==> config.mk <==
export PLATFORM = sky130hd
export DESIGN_NAME = ram_ldst_unit
export DESIGN_NICKNAME = d
export VERILOG_FILES = /design/src/byte_swapper.v /design/src/ram_ldst_unit.v
export VERILOG_INCLUDE_DIRS = /design/src /design/src/src
export SDC_FILE = /design/constraint.sdc
export NUM_CORES = 1
export LEC_CHECK = 0
export BUFFER_PORTS_ARGS = -buffer_cell sky130_fd_sc_hd__buf_2
export CAP_MARGIN = 5
export CORE_AREA = 2 2 127 178
export DETAILED_ROUTE_END_ITERATION = 10
export DIE_AREA = 0 0 129 180
export PLACE_DENSITY = 0.8
export SLEW_MARGIN = 0
export SYNTH_ARGS = -nofsm -noshare
export SYNTH_HDL_FRONTEND = slang
export SYNTH_HIERARCHICAL = 1
export SYNTH_SLANG_ARGS = --single-unit
==> constraint.sdc <==
create_clock -name clk_i -period 3.4 [get_ports clk_i]
set_input_delay 0.34 -clock clk_i [delete_from_list [all_inputs] [get_ports clk_i]]
set_output_delay 0.34 -clock clk_i [all_outputs]
set_load 0.01 [all_outputs]
==> src/ram_ldst_defines.vh <==
// constants for the internal-ram load/store and byte-swap block
`ifndef RAM_LDST_DEFINES_VH
`define RAM_LDST_DEFINES_VH
`define OPC_MSB 31
`define OPC_LSB 26
`define OPC_LOAD_HALF 6'h10
`define OPC_LOAD_DOUBLE 6'h11
`define OPC_STORE_HALF 6'h12
`define OPC_STORE_DOUBLE 6'h13
`define RD_MSB 25
`define RD_LSB 20
`define RLA_MSB 18
`define RLA_LSB 16
`define LD_SWAP_MSB 11
`define LD_SWAP_LSB 10
`define ST_SWAP_MSB 21
`define ST_SWAP_LSB 20
`define ST_SRC_MSB 15
`define ST_SRC_LSB 10
`define ST_SRCB_MSB 5
`define ST_SRCB_LSB 0
`define IDX_MSB 9
`define IDX_LSB 5
`define SEL_SCOREBOARD_BIT 11
`define SEL_GATHER_BIT 10
`define PAIR_XOR 16'h0002
`define GATHER_BASE_A 16'h0400
`define GATHER_STEP 16'h0020
`define SWAP_BYTES_BIT 0
`define SWAP_HALVES_BIT 1
`endif

==> src/byte_swapper.v <==
// byte and halfword reordering for one or two halfword operands
`default_nettype none
module byte_swapper (
	// operand
	input wire [31:0] data_i,
	input wire [1:0] swap_i,
	input wire dbl_i,
	// result
	output reg [31:0] data_o
);
	reg [31:0] b;
	always @* begin
		b = data_i;
		if (swap_i[0]) begin
			b = {data_i[23:16], data_i[31:24], data_i[7:0], data_i[15:8]};
		end
		// exchange halves only when there are two of them
		if (swap_i[1] && dbl_i) begin
			b = {b[15:0], b[31:16]};
		end
		data_o = b;
	end
endmodule // byte_swapper
`default_nettype wire

==> src/ram_ldst_unit.v <==
// internal-ram load/store decoder with byte swap and load interlock
`include "ram_ldst_defines.vh"
// What this block does
// RULE1 - swap from bits 11:10 load, 21:20 store
// RULE2 - swap applies to all cell-buffer halfword transfers
// RULE3 - scoreboard swap result is undefined
// RULE4 - all four swap codes are legal
// RULE5 - code 00 unchanged, 01 bytes swapped per half
// RULE6 - code 11 double reverses all four bytes
// RULE7 - reorder on the memory data path
// RULE8 - single load writes one halfword to rd
// RULE9 - address from address register and index
// RULE10 - double fills rd+1 from address xor 2
// RULE11 - index bit 0 dropped, halfword aligned
// RULE12 - keep issuing, stall only on pending use
// RULE13 - software spaces loads and uses by two
// RULE14 - load fields at their fixed bit positions
// RULE15 - address xor index, bit 0 forced zero
// RULE16 - bit 11 scoreboard, bit 10 gather
// RULE17 - opcodes 010000 and 010001 are loads
// RULE18 - track each pending destination until return
`default_nettype none
module ram_ldst_unit #(
	parameter NREGS = 64
) (
	// clock and reset
	input wire clk_i,
	input wire rst_i,
	// issue from the pipeline
	input wire issue_i,
	input wire [31:0] instr_i,
	input wire [15:0] addr_reg_0_i,
	input wire [15:0] addr_reg_1_i,
	input wire [15:0] addr_reg_2_i,
	input wire [15:0] addr_reg_3_i,
	input wire [15:0] store_a_i,
	input wire [15:0] store_b_i,
	// source registers read by the next instruction
	input wire use_valid_i,
	input wire [5:0] use_a_i,
	input wire [5:0] use_b_i,
	// request to internal memory
	output reg mem_req_o,
	output reg mem_we_o,
	output reg mem_dbl_o,
	output reg mem_scoreboard_o,
	output reg mem_gather_o,
	output reg [15:0] mem_addr_o,
	output reg [15:0] mem_addr2_o,
	output reg [31:0] mem_wdata_o,
	output reg [5:0] mem_tag_o,
	output reg [1:0] mem_swap_o,
	// return from internal memory
	input wire ret_valid_i,
	input wire [5:0] ret_tag_i,
	input wire ret_dbl_i,
	input wire [1:0] ret_swap_i,
	input wire [31:0] ret_data_i,
	// register write-back
	output reg wb_valid_o,
	output reg [5:0] wb_reg_o,
	output reg [15:0] wb_data_o,
	output reg wb2_valid_o,
	output reg [5:0] wb2_reg_o,
	output reg [15:0] wb2_data_o,
	// interlock
	output wire stall_o
);
	reg [NREGS-1:0] pend_reg;
	reg [NREGS-1:0] pend_next;
	wire [5:0] opc = instr_i[`OPC_MSB:`OPC_LSB];
	wire is_ld = (opc == `OPC_LOAD_HALF) || (opc == `OPC_LOAD_DOUBLE); // [RULE17]
	wire is_st = (opc == `OPC_STORE_HALF) || (opc == `OPC_STORE_DOUBLE);
	wire is_dbl = (opc == `OPC_LOAD_DOUBLE) || (opc == `OPC_STORE_DOUBLE);
	wire [5:0] rd = instr_i[`RD_MSB:`RD_LSB]; // [RULE14]
	wire [5:0] rd1 = rd + 6'h01;
	wire [2:0] rla = instr_i[`RLA_MSB:`RLA_LSB]; // [RULE14]
	// all four codes decode; none raises an illegal-instruction case
	wire [1:0] swap = is_st ? instr_i[`ST_SWAP_MSB:`ST_SWAP_LSB]
		: instr_i[`LD_SWAP_MSB:`LD_SWAP_LSB]; // [RULE1] [RULE4]
	wire [4:0] idx = instr_i[`IDX_MSB:`IDX_LSB]; // [RULE14]
	reg [15:0] base;
	always @* begin
		case (rla)
			3'h0: base = addr_reg_0_i;
			3'h1: base = addr_reg_1_i;
			3'h2: base = addr_reg_2_i;
			3'h3: base = addr_reg_3_i;
			default: base = `GATHER_BASE_A + {11'h000, rla[1:0], 3'h0} *
				`GATHER_STEP / 16'h0008;
		endcase
	end
	// halfword index lands on bits 5:1; the byte bit 0 never reaches memory
	wire [15:0] tgt = (base ^ {10'h000, idx, 1'b0}) & 16'hfffe; // [RULE9] [RULE11] [RULE15]
	wire use_pend = use_valid_i && (pend_reg[use_a_i] || pend_reg[use_b_i]);
	// only a consumer of an outstanding register waits
	assign stall_o = use_pend; // [RULE12]
	wire fire = issue_i && !stall_o;
	wire [31:0] st_raw = {store_a_i, is_dbl ? store_b_i : 16'h0000};
	wire [31:0] st_sw;
	byte_swapper u_st_swap (
		.data_i(st_raw),
		.swap_i(swap),
		.dbl_i(is_dbl),
		.data_o(st_sw)
	); // [RULE7]
	wire [31:0] ld_sw;
	// scoreboard data goes through the same path; its swap result is
	// not promised to mean anything
	byte_swapper u_ld_swap (
		.data_i(ret_data_i),
		.swap_i(ret_swap_i),
		.dbl_i(ret_dbl_i),
		.data_o(ld_sw)
	); // [RULE2] [RULE3] [RULE5] [RULE6] [RULE7]
	always @* begin
		pend_next = pend_reg;
		if (ret_valid_i) begin
			pend_next[ret_tag_i] = 1'b0; // [RULE18]
			if (ret_dbl_i) begin
				pend_next[ret_tag_i + 6'h01] = 1'b0; // [RULE18]
			end
		end
		// a new load marks its targets after the release, so it wins
		if (fire && is_ld) begin
			pend_next[rd] = 1'b1; // [RULE18]
			if (is_dbl) begin
				pend_next[rd1] = 1'b1; // [RULE18]
			end
		end
	end
	always @(posedge clk_i) begin
		if (rst_i) begin
			pend_reg <= {NREGS{1'b0}};
			mem_req_o <= 1'b0;
			mem_we_o <= 1'b0;
			mem_dbl_o <= 1'b0;
			mem_scoreboard_o <= 1'b0;
			mem_gather_o <= 1'b0;
			mem_addr_o <= 16'h0000;
			mem_addr2_o <= 16'h0000;
			mem_wdata_o <= 32'h0000_0000;
			mem_tag_o <= 6'h00;
			mem_swap_o <= 2'h0;
			wb_valid_o <= 1'b0;
			wb_reg_o <= 6'h00;
			wb_data_o <= 16'h0000;
			wb2_valid_o <= 1'b0;
			wb2_reg_o <= 6'h00;
			wb2_data_o <= 16'h0000;
		end else begin
			pend_reg <= pend_next;
			mem_req_o <= fire && (is_ld || is_st);
			if (fire && (is_ld || is_st)) begin
				mem_we_o <= is_st;
				mem_dbl_o <= is_dbl;
				mem_scoreboard_o <= base[`SEL_SCOREBOARD_BIT]; // [RULE16]
				mem_gather_o <= base[`SEL_GATHER_BIT]; // [RULE16]
				mem_addr_o <= tgt; // [RULE8]
				mem_addr2_o <= tgt ^ `PAIR_XOR; // [RULE10]
				mem_wdata_o <= st_sw; // [RULE7]
				mem_tag_o <= rd;
				mem_swap_o <= swap;
			end
			wb_valid_o <= ret_valid_i;
			wb2_valid_o <= ret_valid_i && ret_dbl_i;
			if (ret_valid_i) begin
				wb_reg_o <= ret_tag_i;
				wb_data_o <= ld_sw[31:16]; // [RULE8]
				wb2_reg_o <= ret_tag_i + 6'h01;
				wb2_data_o <= ld_sw[15:0]; // [RULE10]
			end
		end
	end
endmodule // ram_ldst_unit
`default_nettype wire

# Yosys cells after proc, flatten, opt, wreduce, memory -nomap -nowiden

Index checks and enable logic that the tools add are counted.

Memory bits (writable): 0
Bits in latches: 0
Output and inout port bits: 124
Bits in registers: 185
Memories: 0
Input bits: 186
Word-level logic and storage cells: 86
Bits in read-only memories: 0

Magnitude comparators: 10
Bitwise logic cells: 8
Div/mod/pow operators: 0
Eq/ne operators: 7
Mux-type cells: 23
Reductions and logical operators: 18
$add $sub $neg: 3
Shifts and indexed selects: 0
Multiply operators: 0

Operators with widths:

| operator              | count |
|---|---|
| $mux 64               | 4 |
| $and 64x64->64        | 2 |
| $mux 32               | 4 |
| $not 64->64           | 2 |
| $or 64x64->64         | 2 |
| $pmux 16 s4           | 1 |
| $lt 6x7->1 const B    | 6 |
| $demux 1 s6           | 4 |
| $eq 6x5->1 const B    | 4 |
| $ge 6x1->1 const B    | 4 |
| $mux 16               | 1 |
| $xor 16x6->16         | 1 |
| $add 11x7->12 const A | 1 |
| $add 6x1->6 const B   | 2 |
| $bmux 1 s6            | 2 |
| $logic_and 1x1->1     | 11 |
| $eq 3x2->1 const B    | 2 |
| $mux 1                | 6 |
| $logic_or 1x1->1      | 5 |
| $eq 3x1->1 const B    | 1 |
| $logic_not 3->1       | 1 |
| $mux 2                | 1 |
| $logic_not 1->1       | 1 |
| $not 1->1             | 1 |

# Longest topological paths before layout

Gate-level depths: netlist of the first run.

Depth in word-level cells: 13
Mapped depth: 13
Gate-level depth less buffers: 9

# By module

The synthesis of the first run kept the hierarchy.

By module, submodules not included:

| module        | area an instance (µm²) | instances | sequential area each (µm²) | cells an instance |
|---|---|---|---|---|
| ram_ldst_unit | 9698.1                 | 1         | 3383.2                     | 1164 |
| byte_swapper  | 879.6                  | 2         | 0.0                        | 41 |

# Worst setup path after synthesis of the first run

No wires, ideal clock.

Path type: input to register
Start: in instr_i[29]
End: reg mem_wdata_o[15]
Data arrival time: 2.340 ns
Stages: 9
Slack: 0.928 ns
Setup time: 0.132 ns
Required time: 3.268 ns
Path buffers: 2
Cell sequence: nor4b_1 > clkbuf_1 > nand2_1 > mux2_2 > nand2_2 > clkbuf_8 > mux4_1 > nand3_1 > a21oi_1

Longest elaborated chain between the ends: 5
Elaborated cells between the ends (all ways): 14
Classes of those cells: 4 x eq/ne; 4 x mux; 6 x reduce/logical

RTL lines:

| what                  | RTL line            | text |
|---|---|---|
| start, declared       | ram_ldst_unit.v:31  | `input wire [31:0] instr_i,` |
| $eq 6x5->1 (no line)  | --                  |  |
| $logic_or 1x1->1 (*)  | ram_ldst_unit.v:73  | `` wire is_st = (opc == `OPC_STORE_HALF) \|\| (opc == `OPC_STORE_DOUBLE); `` |
| $mux 2 (*)            | ram_ldst_unit.v:79  | `` wire [1:0] swap = is_st ? instr_i[`ST_SWAP_MSB:`ST_SWAP_LSB] `` |
| net swap[1]           | ram_ldst_unit.v:79  |  |
| $logic_and 1x1->1 (*) | byte_swapper.v:18   | `if (swap_i[1] && dbl_i) begin` |
| $mux 32 (*)           | byte_swapper.v:18   |  |
| net st_sw[15]         | ram_ldst_unit.v:100 | `wire [31:0] st_sw;` |
| end signal, assigned  | ram_ldst_unit.v:161 | `mem_wdata_o <= st_sw;` |
| end, declared         | ram_ldst_unit.v:50  | `output reg [31:0] mem_wdata_o,` |

The timed path passes the listed nets; every way through them passes the cells marked *.
A chain may end at the register's enable or synchronous reset.

# Worst setup path after layout of the first run

Start: reg pend_reg[37]
End: out stall_o

Longest elaborated chain between the ends: 4
Elaborated cells between the ends (all ways): 6
Classes of those cells: 4 x mux; 2 x reduce/logical

RTL lines:

| what                         | RTL line            | text |
|---|---|---|
| start, declared              | ram_ldst_unit.v:69  | `reg [NREGS-1:0] pend_reg;` |
| start signal, assigned       | ram_ldst_unit.v:134 | `pend_reg <= {NREGS{1'b0}};` |
| start signal, assigned       | ram_ldst_unit.v:152 | `pend_reg <= pend_next;` |
| $bmux 1 s6                   | ram_ldst_unit.v:95  | `wire use_pend = use_valid_i && (pend_reg[use_a_i] \|\| pend_reg[use_b_i]);` |
| $mux 1 (implied by the code) | ram_ldst_unit.v:95  |  |
| $logic_or 1x1->1 (*)         | ram_ldst_unit.v:95  |  |
| $logic_and 1x1->1 (*)        | ram_ldst_unit.v:95  |  |
| end, declared                | ram_ldst_unit.v:67  | `output wire stall_o` |

Mark *: on every way between the ends. The rest lies on a longest branch, timed or not. The select of a mux whose other input is x is not followed.

==> results of run 1 <==
==> through the flow <==
step,hold slack [ps],utilization [%],instances,setup WS (ps)
after floorplan,452,-,1247,928
after global placement,458,58.9,1720,190
after detailed placement,467,58.9,1720,143
after CTS,168,61.6,1750,253
after global routing,168,61.7,1752,15.8
final,177,61.7,1752,314
==> layer usage <==
metal  track usage (%)  wire length [um]
met5                 0                 0
met4              25.0              3510
met3              6.16              3390
met2              56.7             19700
met1              38.7             13300
==> worst max-delay path by stage <==
stage	start	endpoint	slack (ps)
floorplan	instr_i[29]	mem_wdata_o[15]	930
global placement	use_a_i[0]	pend_reg[54]	190
detailed placement	use_a_i[0]	pend_reg[3]	140
CTS	use_a_i[0]	stall_o	250
global route	pend_reg[37]	stall_o	20
finish	pend_reg[37]	stall_o	310
==> cells by family after synthesis <==
family,share of synthesized area [%]
fa+ha+maj,0.218
buf+inv,7.33
mux,27.2
flops,29.5
compound gates,18.7
other cells,0.0327
xor+xnor,0.917
simple gates,16.1
==> repair_timing <==
| item | 4_1_cts | 5_1_grt |
|---|---|---|
| gates resized for setup | 0 | 1 |
| setup buffers | 0 | 0 |
| setup endpoints to repair | 0 | 1 |
| hold endpoints to repair | 0 | 0 |
==> cell usage after synthesis, types with 6 or more instances <==
| cell | instances | area share (%) |
|---|---|---|
| a211oi_1 | 10 | 0.66 |
| a21oi_1 | 78 | 3.4 |
| a22oi_1 | 47 | 3.1 |
| a311oi_1 | 7 | 0.54 |
| and3_1 | 17 | 0.93 |
| buf_1 | 13 | 0.43 |
| buf_2 | 14 | 0.61 |
| buf_4 | 24 | 1.6 |
| buf_6 | 16 | 1.6 |
| clkbuf_1 | 71 | 2.3 |
| dfxtp_1 | 169 | 30 |
| inv_1 | 6 | 0.20 |
| mux2_2 | 7 | 0.69 |
| mux2i_1 | 51 | 4.5 |
| mux4_1 | 42 | 9.6 |
| mux4_2 | 63 | 12 |
| nand2_1 | 168 | 5.5 |
| nand3_1 | 56 | 2.4 |
| nand3b_1 | 9 | 0.59 |
| nand4_1 | 11 | 0.60 |
| nor2_1 | 78 | 2.6 |
| nor2b_1 | 11 | 0.60 |
| nor3_1 | 16 | 0.70 |
| o21ai_0 | 49 | 2.1 |
| o21ai_1 | 7 | 0.31 |
| o22ai_1 | 127 | 6.9 |
| xor2_1 | 8 | 0.61 |
==> power by group <==
part / leakage [nW] / total [mW] / switching [mW] / internal, mW
clock: 0.289 / 2.03 / 0.816 / 1.21
combinational: 3.56 / 0.878 / 0.512 / 0.366
sequential: 1.37 / 2.05 / 0.0240 / 2.03
==> final cells by class <==
| cell class | count | area (um2) |
|---|---|---|
| Sequential cell | 169 | 3380 |
| Multi-Input combinational cell | 927 | 7260 |
| Clock buffer | 20 | 437 |
| Tap cell | 297 | 372 |
| Inverter | 7 | 26.3 |
| Fill cell | 1859 | 8320 |
| Clock inverter | 10 | 153 |
| Timing Repair Buffer | 320 | 1750 |
| Antenna cell | 2 | 5.00 |
==> worst register-to-register path: cells and delay by family (launching register included) <==
family	cells	cell delay (ps)
compound gates	5	970
buf+inv	2	500
flops	1	340
mux	1	520
simple gates	2	350
==> results.py, run 1 <==
metrics = {
    "global_route": {
        "grt_max_degree": 169,
        "track_usage_pct": 34.1,
        "grt_first_pass_wirelength_um": 60700,
        "grt_overflow": 0,
        "grt_pass1_vias": 11000,
        "antenna_found_initial": 2,
    },
    "cts": {
        "clkSlewWorstSetupHoldPaths_ps": 60,
        "cts_tree": "built",
        "cts.path.max_buffers": 2,
        "cts_root_buffer": "clkbuf_16",
        "clk_latency_ps": 440,
        "htreeDepth": 4,
        "cts_made_buffers": 17,
        "hold_buffers": 0,
        "cts.sinks": 169,
    },
    "setup_path": {
        "end_kind": "output pin",
        "crit_arrival_ps": 2750,
        "cp_slowest_stage_delay_ps": 520,
        "timing.reg2reg.setup_slack_ps": 650,
        "r2r_end": "pend_reg[54]",
        "path_class": "flop to output pin",
        "r2r_cells": 10,
        "cp_num_cells": 9,
        "crit_buf_inv": 3,
        "cp_slowest_cell": "mux4_2",
        "path_max_fanout": 57,
        "start_kind": "flop",
        "required_ps": 3060,
        "crit_chain": "mux4_2 -> a22oi_1 -> a31oi_1 -> nor3_1 -> o22ai_1 -> o21ai_4 -> inv_1 -> buf_12 -> buf_2",
        "r2r-start": "pend_reg[37]",
        "crit_family": "compound AO/OA/AOI/OAI gates",
    },
    "place": {
        "gp_congestion": 0.975,
        "dp_hpwl_um": 28100,
        "port-buffer-count": 293,
        "place_area_um2": 12800,
    },
    "logic_synthesis": {
        "ys.warnings.count": 6,
        "syn_inst": 1246,
        "ys_async_sr_fraction_pct": 0,
        "synthFlopType": "dfxtp_1",
        "synth-seq-area-share_pct": 29.5,
        "netlist-cell-type-count": 59,
        "synth_seq_cells": 169,
        "avgSynthCellArea_um2": 9.20,
        "synth_edf_count": 0,
        "syn_area_um2": 11500,
    },
    "hold_path": {
        "hold_path_end": "mem_we_o",
        "holdPathStages": 3,
        "worst_hold_path_type": "input pin to flop",
        "min-delay-start": "instr_i[27]",
    },
    "die": {
        "io_pins": 310,
        "fp-row-count": 64,
        "start_util_pct": 52.8,
        "die_y_um": 180,
        "core_um2": 21700,
        "die_w_um": 129,
        "die_area_um2": 23200,
    },
    "final_layout": {
        "final_cell_mix": "290 x buf_2, 169 x dfxtp_1, 168 x nand2_1, 127 x o22ai_1",
        "area_growth_pct": 16.8,
        "post-route-cell-area_um2": 13400,
        "final_nets": 1630,
        "drive_gt1_share_pct": 29.9,
        "largest_register_ff_count": 64,
        "mostFrequentLayoutCell": "buf_2",
    },
    "route": {
        "ant_nets": 0,
        "remaining_drc_errors": 0,
        "avgRoutedWirePerCell_um": 22.8,
        "drt_pre_antenna_iters": 6,
        "drtIter0Drc": 1412,
        "finalWirelength_um": 39900,
        "num_vias": 11700,
        "vias_per_cell": 6.66,
    },
    "timing": {
        "hold_viol": 0,
        "finalCritPeriodShare_pct": 90.8,
        "slew_headroom_pct": 28.7,
        "worstMarginPinSlew_ps": 1070,
        "period_needed_ps": 3090,
        "maxSlewViolCount": 0,
        "setup_viol_count_final": 0,
        "rsz0062_at_grt": "no",
        "fmax_mhz": 324,
        "setup_tns_ps": 0,
        "clock_skew_ps": 13.3,
    },
    "power": {
        "powerDensity_nw_per_um2": 370,
        "p_total_mw": 4.96,
        "ir_worst_vdd_mv": 0.349,
        "leakage_nw": 5.22,
    },
    "flow_run": {
        "drv_cap": 0,
    },
    "run_status": {
        "status": "complete, no violations",
    },
}
Power figures use the tool's default switching activity.
==> run 2, diff against run 1 <==
--- a/config.mk
+++ b/config.mk
@@ -8,10 +8,11 @@
 export LEC_CHECK = 0
 export BUFFER_PORTS_ARGS = -buffer_cell sky130_fd_sc_hd__buf_2
 export CAP_MARGIN = 5
-export CORE_AREA = 2 2 127 178
+export CORE_AREA = 2 2 133 186
 export DETAILED_ROUTE_END_ITERATION = 10
-export DIE_AREA = 0 0 129 180
-export PLACE_DENSITY = 0.8
+export DIE_AREA = 0 0 135 188
+export HOLD_SLACK_MARGIN = 0.06
+export PLACE_DENSITY = 0.77
 export SLEW_MARGIN = 0
 export SYNTH_ARGS = -nofsm -noshare
 export SYNTH_HDL_FRONTEND = slang
==> constraint.sdc (replaced) <==
create_clock -name clk_i -period 2.6 [get_ports clk_i]
set_input_delay 0.26 -clock clk_i [delete_from_list [all_inputs] [get_ports clk_i]]
set_output_delay 0.26 -clock clk_i [all_outputs]
set_load 0.01 [all_outputs]
==> results.py, run 2 (synthesis results as in run 1) <==
metrics = {
    "setup_path": {
        "end_kind": "output pin",
        "required_ps": 2340,
        "path_max_fanout": 5,
        "crit_arrival_ps": 2430,
        "cp_slowest_stage_delay_ps": 460,
        "path_class": "flop to output pin",
        "crit_chain": "mux4_2 -> or2_1 -> o211a_1 -> o22ai_2 -> o22ai_2 -> o21ai_4 -> inv_2 -> buf_6 -> buf_6",
        "start_kind": "flop",
        "cp_slowest_cell": "mux4_2",
        "crit_family": "compound AO/OA/AOI/OAI gates",
        "crit_buf_inv": 3,
    },
    "global_route": {
        "antenna_found_initial": 8,
        "grt_pass1_vias": 11300,
        "grt_overflow": 0,
        "grt_max_degree": 168,
        "grt_first_pass_wirelength_um": 62800,
        "track_usage_pct": 32.2,
    },
    "timing": {
        "setup_viol_count_final": 1,
        "fmax_mhz": 371,
        "hold_viol": 0,
        "clock_skew_ps": 14.8,
        "slew_headroom_pct": 27.6,
        "setup_tns_ps": -93.5,
        "rsz0062_at_grt": "yes",
        "maxSlewViolCount": 0,
        "period_needed_ps": 2690,
        "worstMarginPinSlew_ps": 1080,
        "finalCritPeriodShare_pct": 104,
        "fin_ws_ps": -93.5,
    },
    "route": {
        "finalWirelength_um": 41100,
        "vias_per_cell": 6.44,
        "num_vias": 11700,
        "ant_nets": 0,
        "drt_pre_antenna_iters": 5,
        "remaining_drc_errors": 0,
        "drtIter0Drc": 1028,
        "avgRoutedWirePerCell_um": 22.7,
    },
    "place": {
        "gp_congestion": 0.980,
        "port-buffer-count": 293,
        "dp_hpwl_um": 30500,
    },
    "flow_run": {
        "drv_cap": 0,
    },
    "die": {
        "start_util_pct": 48.1,
        "die_area_um2": 25400,
        "die_w_um": 135,
        "fp-row-count": 67,
        "die_y_um": 188,
        "core_um2": 23800,
        "io_pins": 310,
    },
    "cts": {
        "htreeDepth": 4,
        "clk_latency_ps": 450,
        "cts_made_buffers": 17,
        "clkSlewWorstSetupHoldPaths_ps": 70,
        "cts.sinks": 169,
        "cts.path.max_buffers": 2,
        "cts_root_buffer": "clkbuf_16",
        "cts_tree": "built",
    },
    "power": {
        "powerDensity_nw_per_um2": 482,
        "leakage_nw": 5.48,
        "ir_worst_vdd_mv": 0.415,
        "p_total_mw": 6.70,
    },
    "final_layout": {
        "multi_input_area_um2": 7320,
        "ff_latch_area_um2": 3390,
        "utilization_pct": 58.4,
        "mostFrequentLayoutCell": "buf_2",
        "final_nets": 1670,
        "largest_register_ff_count": 64,
        "drive_gt1_share_pct": 33.4,
        "final_cell_mix": "290 x buf_2, 168 x nand2_1, 161 x dfxtp_1, 124 x o22ai_1",
        "area_growth_pct": 21.4,
        "n_fill_cell": 2112,
    },
    "hold_path": {
        "worst_hold_path_type": "input pin to flop",
    },
    "run_status": {
        "violations": "negative setup slack",
        "status": "finished, violations left",
    },
}
-- run 2: stage by stage --
step | cell area, um2 | hold WS (ps) | setup slack [ps] | instances
finish | 13900 | 117 | -93.5 | 1813
floorplan | 11500 | 382 | 208 | 1247
detailed placement | 13100 | 466 | -243 | 1769
global placement | 13100 | 458 | -261 | 1769
CTS | 13800 | 89.5 | -153 | 1805
global route | 13900 | 128 | -173 | 1813
-- run 2: worst min-delay path: cells and delay by family --
kind,cells,cell delay (ps)
and+or+nand+nor,1,70
AOI/OAI and AO/OA,1,50
buffers and inverters,1,120
-- run 2: power by group --
part | leakage, nW | internal, mW | switching, mW
logic | 3.79 | 0.528 | 0.684
clock network | 0.310 | 1.63 | 1.18
registers | 1.38 | 2.65 | 0.0333
total | 5.48 | 4.81 | 1.89
-- run 2: worst paths after layout --
path	startpoint	end	slack [ps]	cells past startpoint
worst min-delay path	instr_i[27]	mem_we_o	120	3
worst min register to register	mem_addr2_o[1]	mem_addr2_o[1]	480	2
worst max-delay path	pend_reg[29]	stall_o	-90	9
worst max register to register	pend_reg[29]	mem_wdata_o[21]	70	11
-- run 2: final cells by class --
class | instances | area share [%]
diodes | 8 | 0.144
clock buffers | 17 | 3.06
clock inverters | 15 | 1.52
inverters | 7 | 0.189
multi-input cells | 927 | 52.7
flip-flops and latches | 169 | 24.4
well taps | 310 | 2.79
repair buffers | 360 | 15.2
-- run 2: repair_timing --
item	CTS	global route
setup buffers	4	0
pin swaps	6	4
hold buffers	0	0
hold endpoints to repair	0	0
endpoints found under the setup margin	1	57
gates resized for setup	9	35
-- run 2: metal layers --
layer	up-vias	routed length [um]	track usage (%)
li1	5271	-	-
met1	5621	14400	36.0
met2	621	20900	54.8
met3	156	2560	5.24
met4	0	3210	23.5
met5	-	0	0
